$ cat config.mk
export PLATFORM = sky130hd
export DESIGN_NAME = fifo_offset_program_flags
export DESIGN_NICKNAME = d
export VERILOG_FILES = /design/src/core/fifo_flag_pkg.sv /design/src/core/fifo_offset_program_flags.sv
export SDC_FILE = /design/constraint.sdc
export NUM_CORES = 1
export LEC_CHECK = 0
export ABC_AREA = 1
export BUFFER_PORTS_ARGS = -buffer_cell sky130_fd_sc_hd__buf_2
export CAP_MARGIN = 0
export CORE_ASPECT_RATIO = 1.75
export CORE_MARGIN = 2
export CORE_UTILIZATION = 65
export CTS_CLUSTER_SIZE = 25
export DETAILED_ROUTE_END_ITERATION = 8
export PLACE_DENSITY = 0.86
export SLEW_MARGIN = 20
export SYNTH_ARGS = -nofsm -noshare
export SYNTH_HDL_FRONTEND = slang
export SYNTH_SLANG_ARGS = --single-unit
$ cat constraint.sdc
create_clock -name CORE_CLK -period 6.4 [get_ports CORE_CLK]
set_input_delay 0.64 -clock CORE_CLK [delete_from_list [all_inputs] [get_ports CORE_CLK]]
set_output_delay 0.64 -clock CORE_CLK [all_outputs]
set_load 0.05 [all_outputs]
$ cat src/core/fifo_flag_pkg.sv
// constants and types for the offset-programmed fifo flag block
// ----------------------------------------------------------------
// Contract
// - load pin low at reset selects offset programming mode.
// - load pin high at reset makes it a second active-high write enable.
// - four nine-bit offset registers, written and read via data pins.
// - load and write enable low: each write edge fills next offset register.
// - sequence position kept when load rises mid-sequence.
// - load high returns to normal operation; no fifo write while load low.
// - load and both read enables low: read edge shows next offset register.
// - empty offset parts joined into one value n.
// - almost-empty low on read edge when n or fewer words held.
// - almost-empty high on read edge when n plus one or more held.
// - full offset parts joined into one value m.
// - almost-full low when word count reaches depth minus m.
// - almost-full high on write edge when free locations exceed m.
// - almost-full is one flop updated only on write edges.
// - full low at full depth, write edges only, blocks all writes.
// - empty low at zero words, read edges only, blocks all reads.
// - unprogrammed offsets n and m default to seven.
// - reset empties the fifo with empty flag low.
// ----------------------------------------------------------------
package fifo_flag_pkg;
	localparam int          DATA_W      = 9;
	localparam int          COUNT_W     = 19;
	localparam int          DEPTH_DEF   = 65536;
	localparam int          BUF_DEPTH   = 2;
	// offset sequence positions
	localparam logic [1:0]  SEQ_EMPTY_LO = 2'h0;
	localparam logic [1:0]  SEQ_EMPTY_HI = 2'h1;
	localparam logic [1:0]  SEQ_FULL_LO  = 2'h2;
	localparam logic [1:0]  SEQ_FULL_HI  = 2'h3;
	localparam logic [1:0]  SEQ_STEP     = 2'h1;
	// offset reset values: n = m = 7
	localparam logic [8:0]  OFF_LO_RST   = 9'h007;
	localparam logic [8:0]  OFF_HI_RST   = 9'h000;
	localparam logic [8:0]  Q_RST        = 9'h000;

	typedef enum logic {MODE_PROGRAM, MODE_DUAL_WE} mode_t;

	// status pins, all active low
	typedef struct packed {
		logic empty_n;
		logic almost_empty_n;
		logic almost_full_n;
		logic full_n;
	} flags_t;

	localparam flags_t FLAGS_RST = '{empty_n: 1'b0, almost_empty_n: 1'b0,
		almost_full_n: 1'b1, full_n: 1'b1};
endpackage : fifo_flag_pkg

$ cat src/core/fifo_offset_program_flags.sv
// offset programming port and status flags of a deep synchronous fifo
`timescale 1ns/1ps
`default_nettype none
module fifo_offset_program_flags #(
	parameter int DEPTH = fifo_flag_pkg::DEPTH_DEF
) (
	// core clock and reset
	input  wire logic                              CORE_CLK,
	input  wire logic                              RSTN,
	// fifo clocks, sampled as levels
	input  wire logic                              WCLK,
	input  wire logic                              RCLK,
	// write port
	input  wire logic [fifo_flag_pkg::DATA_W-1:0]  D,
	input  wire logic                              WRITE_ENABLE_PRIMARY_N,
	input  wire logic                              WRITE_ENABLE_SECONDARY_OR_LOAD,
	// read port
	input  wire logic                              READ_ENABLE_PRIMARY_N,
	input  wire logic                              READ_ENABLE_SECONDARY_N,
	output logic      [fifo_flag_pkg::DATA_W-1:0]  Q,
	// status flags
	output fifo_flag_pkg::flags_t                  FLAGS,
	// stream toward the storage array
	output logic                                   STORE_VALID,
	input  wire logic                              STORE_READY,
	output logic      [fifo_flag_pkg::DATA_W-1:0]  STORE_DATA,
	// word from the storage array at the read head
	input  wire logic [fifo_flag_pkg::DATA_W-1:0]  FETCH_DATA,
	output logic                                   FETCH_POP
);
	import fifo_flag_pkg::*;

	// ----------------------------------------------------------------
	// helpers
	// ----------------------------------------------------------------
	// widen an 18-bit offset value for comparison without truncation
	function automatic logic [COUNT_W-1:0] widen(input logic [17:0] v);
		widen = {1'b0, v};
	endfunction : widen

	localparam logic [COUNT_W-1:0] DEPTH_W = COUNT_W'(DEPTH);

	// ----------------------------------------------------------------
	// clock edge detection
	// ----------------------------------------------------------------
	logic         wclk_reg;
	logic         rclk_reg;
	wire  logic   wr_edge;
	wire  logic   rd_edge;

	// previous levels of the fifo clocks
	always_ff @(posedge CORE_CLK or negedge RSTN) begin
		if (!RSTN) begin
			wclk_reg <= 1'b0;
			rclk_reg <= 1'b0;
		end else begin
			wclk_reg <= WCLK;
			rclk_reg <= RCLK;
		end
	end

	assign wr_edge = WCLK & ~wclk_reg;
	assign rd_edge = RCLK & ~rclk_reg;

	// ----------------------------------------------------------------
	// mode strap
	// ----------------------------------------------------------------
	mode_t mode_reg;

	// strap at reset
	// no async reset here: the strap must see the pin, not a constant;
	// reset has to be held across at least one core clock edge
	always_ff @(posedge CORE_CLK) begin
		if (!RSTN) begin
			mode_reg <= WRITE_ENABLE_SECONDARY_OR_LOAD ? MODE_DUAL_WE
				: MODE_PROGRAM;
		end
	end

	// ----------------------------------------------------------------
	// request decode
	// ----------------------------------------------------------------
	wire  logic   prog_mode;
	wire  logic   load_low;
	wire  logic   wen_ok;
	wire  logic   ren_ok;
	wire  logic   buf_ready;
	wire  logic   off_wr;
	wire  logic   off_rd;
	wire  logic   fifo_wr;
	wire  logic   fifo_rd;
	flags_t       flags_reg;

	assign prog_mode = (mode_reg == MODE_PROGRAM);
	assign load_low  = prog_mode & ~WRITE_ENABLE_SECONDARY_OR_LOAD;
	assign wen_ok    = ~WRITE_ENABLE_PRIMARY_N
		& (prog_mode | WRITE_ENABLE_SECONDARY_OR_LOAD);
	assign ren_ok    = ~READ_ENABLE_PRIMARY_N & ~READ_ENABLE_SECONDARY_N;
	assign off_wr    = wr_edge & load_low & ~WRITE_ENABLE_PRIMARY_N;
	assign off_rd    = rd_edge & load_low & ren_ok;
	assign fifo_wr   = wr_edge & wen_ok & ~load_low & flags_reg.full_n
		& buf_ready;
	assign fifo_rd   = rd_edge & ren_ok & ~load_low & flags_reg.empty_n;
	assign FETCH_POP = fifo_rd;

	// ----------------------------------------------------------------
	// offset registers
	// ----------------------------------------------------------------
	logic [DATA_W-1:0] offs_reg [4];
	logic [1:0]        seq_reg;
	wire  logic [17:0] n_val;
	wire  logic [17:0] m_val;

	// sequenced offset store
	// one shared position serves writes and readback, which is why the
	// two must not happen in the same period
	always_ff @(posedge CORE_CLK or negedge RSTN) begin
		if (!RSTN) begin
			// defaults n = m = 7
			offs_reg[SEQ_EMPTY_LO] <= OFF_LO_RST;
			offs_reg[SEQ_EMPTY_HI] <= OFF_HI_RST;
			offs_reg[SEQ_FULL_LO]  <= OFF_LO_RST;
			offs_reg[SEQ_FULL_HI]  <= OFF_HI_RST;
			seq_reg                <= SEQ_EMPTY_LO;
		end else begin
			if (off_wr) begin
				offs_reg[seq_reg] <= D;
			end
			if (off_wr | off_rd) begin
				seq_reg <= seq_reg + SEQ_STEP;
			end
		end
	end

	assign n_val = {offs_reg[SEQ_EMPTY_HI], offs_reg[SEQ_EMPTY_LO]};
	assign m_val = {offs_reg[SEQ_FULL_HI], offs_reg[SEQ_FULL_LO]};

	// ----------------------------------------------------------------
	// word count and flags
	// ----------------------------------------------------------------
	logic [COUNT_W-1:0] count_reg;
	logic [COUNT_W-1:0] count_next;
	wire  logic         ae_next;
	wire  logic         af_next;

	// count after this cycle's accepted write and read
	always_comb begin
		count_next = count_reg;
		if (fifo_wr & ~fifo_rd) begin
			count_next = count_reg + COUNT_W'(1);
		end else if (fifo_rd & ~fifo_wr) begin
			count_next = count_reg - COUNT_W'(1);
		end
	end

	assign ae_next = (count_next > widen(n_val));
	// free locations above m keeps it high
	assign af_next = (count_next + widen(m_val) < DEPTH_W);

	// empty after reset; each flag on its own fifo clock
	always_ff @(posedge CORE_CLK or negedge RSTN) begin
		if (!RSTN) begin
			count_reg <= '0;
			flags_reg <= FLAGS_RST;
		end else begin
			count_reg <= count_next;
			if (rd_edge) begin
				flags_reg.empty_n        <= (count_next != '0);
				flags_reg.almost_empty_n <= ae_next;
			end
			if (wr_edge) begin
				flags_reg.full_n        <= (count_next != DEPTH_W);
				flags_reg.almost_full_n <= af_next;
			end
		end
	end

	assign FLAGS = flags_reg;

	// ----------------------------------------------------------------
	// read data register
	// ----------------------------------------------------------------
	logic [DATA_W-1:0] q_reg;

	// empty fifo keeps the last word; offset readback shares the pins
	always_ff @(posedge CORE_CLK or negedge RSTN) begin
		if (!RSTN) begin
			q_reg <= Q_RST;
		end else if (off_rd) begin
			q_reg <= offs_reg[seq_reg];
		end else if (fifo_rd) begin
			q_reg <= FETCH_DATA;
		end
	end

	assign Q = q_reg;

	// ----------------------------------------------------------------
	// two-entry write buffer
	// ----------------------------------------------------------------
	logic [DATA_W-1:0] buf_mem [BUF_DEPTH];
	logic              buf_wp_reg;
	logic              buf_rp_reg;
	logic [1:0]        buf_cnt_reg;
	wire  logic        buf_pop;

	// a stalled storage port refuses writes rather than dropping words
	assign buf_ready   = (buf_cnt_reg != 2'(BUF_DEPTH));
	assign STORE_VALID = (buf_cnt_reg != 2'h0);
	assign buf_pop     = STORE_VALID & STORE_READY;
	assign STORE_DATA  = buf_mem[buf_rp_reg];

	// pointer and occupancy update
	always_ff @(posedge CORE_CLK or negedge RSTN) begin
		if (!RSTN) begin
			buf_wp_reg  <= 1'b0;
			buf_rp_reg  <= 1'b0;
			buf_cnt_reg <= 2'h0;
		end else begin
			buf_wp_reg  <= buf_wp_reg ^ fifo_wr;
			buf_rp_reg  <= buf_rp_reg ^ buf_pop;
			buf_cnt_reg <= buf_cnt_reg + 2'(fifo_wr) - 2'(buf_pop);
		end
	end

	// storage words hold no reset value
	always_ff @(posedge CORE_CLK) begin
		if (fifo_wr) begin
			buf_mem[buf_wp_reg] <= D;
		end
	end

	// ----------------------------------------------------------------
	// checks
	// ----------------------------------------------------------------
	AST_EMPTY_ZERO: assert property (
		@(posedge CORE_CLK) disable iff (!RSTN)
		rd_edge |=> (flags_reg.empty_n == (count_reg != '0)))
		else $error("empty flag disagrees with word count");

	AST_FULL_DEPTH: assert property (
		@(posedge CORE_CLK) disable iff (!RSTN)
		wr_edge |=> (flags_reg.full_n == (count_reg != DEPTH_W)))
		else $error("full flag disagrees with word count");

	AST_NO_WRITE_FULL: assert property (
		@(posedge CORE_CLK) disable iff (!RSTN)
		!flags_reg.full_n |-> !fifo_wr ##1 (count_reg <= DEPTH_W))
		else $error("write taken while full");

	AST_NO_READ_EMPTY: assert property (
		@(posedge CORE_CLK) disable iff (!RSTN)
		!flags_reg.empty_n |-> !fifo_rd && !FETCH_POP
			##1 (count_reg >= $past(count_reg)))
		else $error("read taken while empty");

	AST_SEQ_ADVANCE: assert property (
		@(posedge CORE_CLK) disable iff (!RSTN)
		off_wr |=> ((seq_reg - $past(seq_reg)) == SEQ_STEP)
			&& (offs_reg[$past(seq_reg)] == $past(D)))
		else $error("offset write did not store and advance");

	AST_SEQ_HOLD: assert property (
		@(posedge CORE_CLK) disable iff (!RSTN)
		(!off_wr && !off_rd) |=> $stable(seq_reg))
		else $error("offset position moved without access");

	AST_LOAD_BLOCKS: assert property (
		@(posedge CORE_CLK) disable iff (!RSTN)
		load_low |-> !fifo_wr ##1 $stable(buf_wp_reg))
		else $error("fifo written while load low");

	AST_AE_THRESH: assert property (
		@(posedge CORE_CLK) disable iff (!RSTN)
		rd_edge |=> (flags_reg.almost_empty_n
			== (count_reg > widen($past(n_val)))))
		else $error("almost-empty threshold wrong");

	AST_AF_THRESH: assert property (
		@(posedge CORE_CLK) disable iff (!RSTN)
		wr_edge |=> (flags_reg.almost_full_n
			== (count_reg + widen($past(m_val)) < DEPTH_W)))
		else $error("almost-full threshold wrong");

	AST_OFF_READ: assert property (
		@(posedge CORE_CLK) disable iff (!RSTN)
		off_rd |=> (Q == $past(offs_reg[seq_reg])))
		else $error("offset readback wrong");

	AST_AF_WCLK_ONLY: assert property (
		@(posedge CORE_CLK) disable iff (!RSTN)
		!wr_edge |=> $stable(flags_reg.almost_full_n)
			&& $stable(flags_reg.full_n))
		else $error("write-side flag moved off a write edge");

	AST_STRAP_MODE: assert property (
		@(posedge CORE_CLK) disable iff (!RSTN)
		$rose(RSTN)
			|-> (prog_mode == !$past(WRITE_ENABLE_SECONDARY_OR_LOAD)))
		else $error("mode does not follow the reset strap");

	AST_DUAL_PIN: assert property (
		@(posedge CORE_CLK) disable iff (!RSTN)
		(!prog_mode && !WRITE_ENABLE_SECONDARY_OR_LOAD) |-> !fifo_wr)
		else $error("dual-enable write taken with second enable low");

	AST_LOAD_FREEZE: assert property (
		@(posedge CORE_CLK) disable iff (!RSTN)
		load_low |=> $stable(count_reg))
		else $error("word count moved while load low");

	AST_FETCH_TO_Q: assert property (
		@(posedge CORE_CLK) disable iff (!RSTN)
		fifo_rd |=> (Q == $past(FETCH_DATA)))
		else $error("read word not placed on outputs");

	AST_RD_FLAGS_RCLK_ONLY: assert property (
		@(posedge CORE_CLK) disable iff (!RSTN)
		!rd_edge |=> $stable(flags_reg.empty_n)
			&& $stable(flags_reg.almost_empty_n))
		else $error("read-side flag moved off a read edge");

	AST_COUNT_BOUND: assert property (
		@(posedge CORE_CLK) disable iff (!RSTN)
		count_reg <= DEPTH_W)
		else $error("word count beyond depth");

	AST_DEFAULT_OFFSETS: assert property (
		@(posedge CORE_CLK) disable iff (!RSTN)
		$rose(RSTN) |-> (n_val == {OFF_HI_RST, OFF_LO_RST})
			&& (m_val == {OFF_HI_RST, OFF_LO_RST})
			&& (seq_reg == SEQ_EMPTY_LO))
		else $error("offsets or position not at defaults after reset");
endmodule : fifo_offset_program_flags
`default_nettype wire

==> run_results.csv <==
group,metric,value,unit
setup_path,worstSetupPathType,"flop to flop",
setup_path,crit_fanout,9,
floorplan,row_count,48,
routing,drtAntennaViolNets,0,
routing,drc,0,
outcome,status,"complete, no violations",
floorplan,die_h,136.4,µm
timing,finalSetupViolations,0,
final_layout,largest_reg_flops,19,
yosys,syn_area,0.006510,mm²
clocking,root_buffer,"clkbuf_16",
final_layout,layout-drive-gt1-share,13.60,%
setup_path,reg2reg_depth,21,
setup_path,r2r-end,"FLAGS[1]",
timing,rsz0062_at_grt,"no",
grt,gr-total-overflow,0,
setup_path,worst_setup_path_end_kind,"flop",
yosys,yosysWarnings,0,
clocking,postCtsHoldBufs,0,
yosys,postSynthCellCount,887,
final_layout,num-fill-cells,782,
yosys,synth_area_per_cell,7.339,µm²
timing,clock-skew-final,0.01297,ns
routing,dr_total_vias,6175,
floorplan,dieArea,0.01086,mm²
routing,avgViaCountPerCell,5.831,
routing,firstDrtPassIters,4,
clocking,cts_tree,"done",
place,place_hpwl,14550,µm
timing,fmax,0.2567,GHz
grt,antenna_found_initial,0,
floorplan,initial_utilization,66.50,%
power,irDropWorstVdd,0.3213,mV
floorplan,core_region_area,0.009789,mm²
place,port_buffers,50,
timing,max_slew_margin,26.34,%
timing,maxSlewViolCount,0,
routing,totalWireLength,18830,µm
worst_hold_path,hold_class,"primary input to asynchronous set/reset pin",
place,pre_cts_slack,2.481,ns
final_layout,syn_to_final_growth,9.052,%
timing,min_period,3.895,ns
power,finalPower,3.162,mW
clocking,cts_max_level,3,
clocking,cts.path.max_buffers,2,
place,place_congestion,1.010,
clocking,post_cts_buffers,0,
setup_path,crit_path_start_kind,"flop",
yosys,seq_area_frac_synth,38.13,%
clocking,insertion_delay,0.35,ns
yosys,synth_top_cell_area_share,26.14,%
timing,hold_viol_final,0,
power,p_per_area,445.4,mW/mm²
grt,track_usage,36.79,%
yosys,synth.distinct_cells,36,
setup_path,cp.required,6.69,ns
final_layout,stdcell_count,1059,
place,dp_cells,1043,
job,maxCapViolCount,0,
timing,tightest_slew,1.101,ns
clocking,cts_resized,0,
timing,tns,0,ns
grt,grt_pass1_vias,6078,
clocking,cts.clk_slew.worst_paths,0.08,ns
final_layout,fin_util,72.52,%
floorplan,die_x,79.65,µm
yosys,syn-num-nets,959,
setup_path,arrival,4.18,ns
yosys,synth_top_area_cell,"dfrtp_1",
timing,layout_setup_ws,2.505,ns
final_layout,nets,1001,
yosys,ys_seq_elements,95,
setup_path,regToRegSetupSlack,2.50,ns
setup_path,r2r_start,"count_reg[0]",
timing,holdWs,0.1896,ns
final_layout,final_cell_area,0.007099,mm²
routing,routedWlPerCell,17.78,µm
routing,drtIter0Drc,410,
floorplan,io_pins,51,
clocking,numCtsBuffers,9,
grt,grt_pass1_wl,29890,µm
timing,period_share,60.86,%
yosys,synthTopCellsByArea,"dfrtp_1, nand2_1, edfxtp_1",
clocking,cts_sinks,95,
final_layout,num_antenna_cells,0,
place,postPlaceCellArea,0.006807,mm²
power,p_leak,3.569,nW
grt,grt_max_degree,53,
## area by class of cell
class / count / area (µm²) / share of cell area [%]
clock buffers: 10 / 229.0 / 3.225
clock inverters: 6 / 63.81 / 0.8988
inverters: 104 / 390.4 / 5.499
multi-input cells: 668 / 3517 / 49.54
flip-flops and latches: 95 / 2482 / 34.97
well taps: 125 / 156.4 / 2.203
repair buffers: 51 / 260.3 / 3.666
## critical path, cell delays in order (launching register included)
cell     delay [ns]
dfrtp_1        0.45
inv_2          0.16
ha_1           0.39
nand2_1        0.17
nor2_1         0.26
nand2_1        0.09
nand2_1        0.06
nand2_1        0.04
nand2_1        0.05
o21ai_0        0.09
a21oi_2        0.29
ha_1           0.25
inv_1          0.09
nor3_1         0.32
nand2_1        0.14
nor4_1         0.44
nand2_1        0.11
nand2_1        0.12
nand2_1        0.07
a21oi_1        0.12
nand2_1        0.07
nand2_1        0.06
## where the power goes
| group | total, mW | internal (mW) | switching, mW |
|---|---|---|---|
| registers | 1.00 | 0.801 | 0.199 |
| logic | 1.64 | 0.524 | 1.11 |
| clock network | 0.524 | 0.275 | 0.249 |
| total | 3.16 | 1.60 | 1.56 |
## worst max-delay path by stage
| stage | start | endpoint | slack, ns | cells past startpoint |
|---|---|---|---|---|
| after floorplan | FLAGS[0] | FLAGS[1] | 3.40 | 21 |
| after global placement | WRITE_ENABLE_PRIMARY_N | FLAGS[1] | 2.48 | 20 |
| after detailed placement | WRITE_ENABLE_PRIMARY_N | FLAGS[1] | 2.48 | 20 |
| after CTS | count_reg[0] | FLAGS[1] | 2.62 | 21 |
| after global routing | count_reg[0] | FLAGS[1] | 2.12 | 21 |
| final | count_reg[0] | FLAGS[1] | 2.50 | 21 |
## placed cells by master (no fill, tap or decap), types with 6 or more instances in the layout
| cell | instances |
|---|---|
| nor2_1 | 83 |
| clkbuf_16 | 9 |
| a21oi_1 | 64 |
| nor2_2 | 8 |
| dfstp_2 | 8 |
| inv_1 | 96 |
| dfrtp_1 | 68 |
| nor2_4 | 7 |
| nand2_1 | 272 |
| buf_2 | 49 |
| edfxtp_1 | 19 |
| xor2_1 | 9 |
| nand2_2 | 12 |
| o21ai_0 | 67 |
| ha_1 | 45 |
| nand3_1 | 46 |
| nand4_1 | 14 |
| mux2_2 | 10 |
| nor3_1 | 6 |
## cells in the mapped netlist
library cell,number
mux2_2,10
o21ai_1,2
nor4_1,2
xnor2_1,3
nand4_1,14
buf_6,5
a21oi_1,64
nor3b_1,1
nand3_1,46
nor2_2,8
nand2_1,272
a211oi_1,2
inv_1,96
buf_4,1
or2_2,1
buf_2,3
xor2_1,9
ha_1,45
nand2_4,1
clkbuf_1,11
dfstp_2,8
a21o_1,2
nand3_2,2
nor2_1,83
a21oi_2,5
o21ai_0,67
o21ai_2,1
edfxtp_1,19
a31oi_1,1
inv_2,4
nand2_2,12
nor3_1,6
dfrtp_1,68
clkinv_1,4
nor2_4,7
nor2_8,2
## logic make-up (layout without fill, tap and decap cells)
kind of cell	count (synthesis)	after routing	share of synthesized area, %
DFF	95	95	38.13
AOI/OAI and AO/OA	144	144	11.59
muxes	10	10	1.730
adders and majority gates	45	45	8.649
and+or+nand+nor	457	457	30.44
buffers and inverters	124	171	7.841
xor gates and xnor gates	12	12	1.615
## metal layers
| layer | wire, µm | vias to the layer above | GRT usage, % |
|---|---|---|---|
| met4 | 1761 | 0 | 31.23 |
| met1 | 6178 | 2837 | 35.83 |
| met5 | 0 | - | 0 |
| li1 | - | 2961 | - |
| met3 | 1023 | 111 | 6.109 |
| met2 | 9870 | 266 | 65.55 |
No activity file was read; power rests on OpenSTA's default activity.
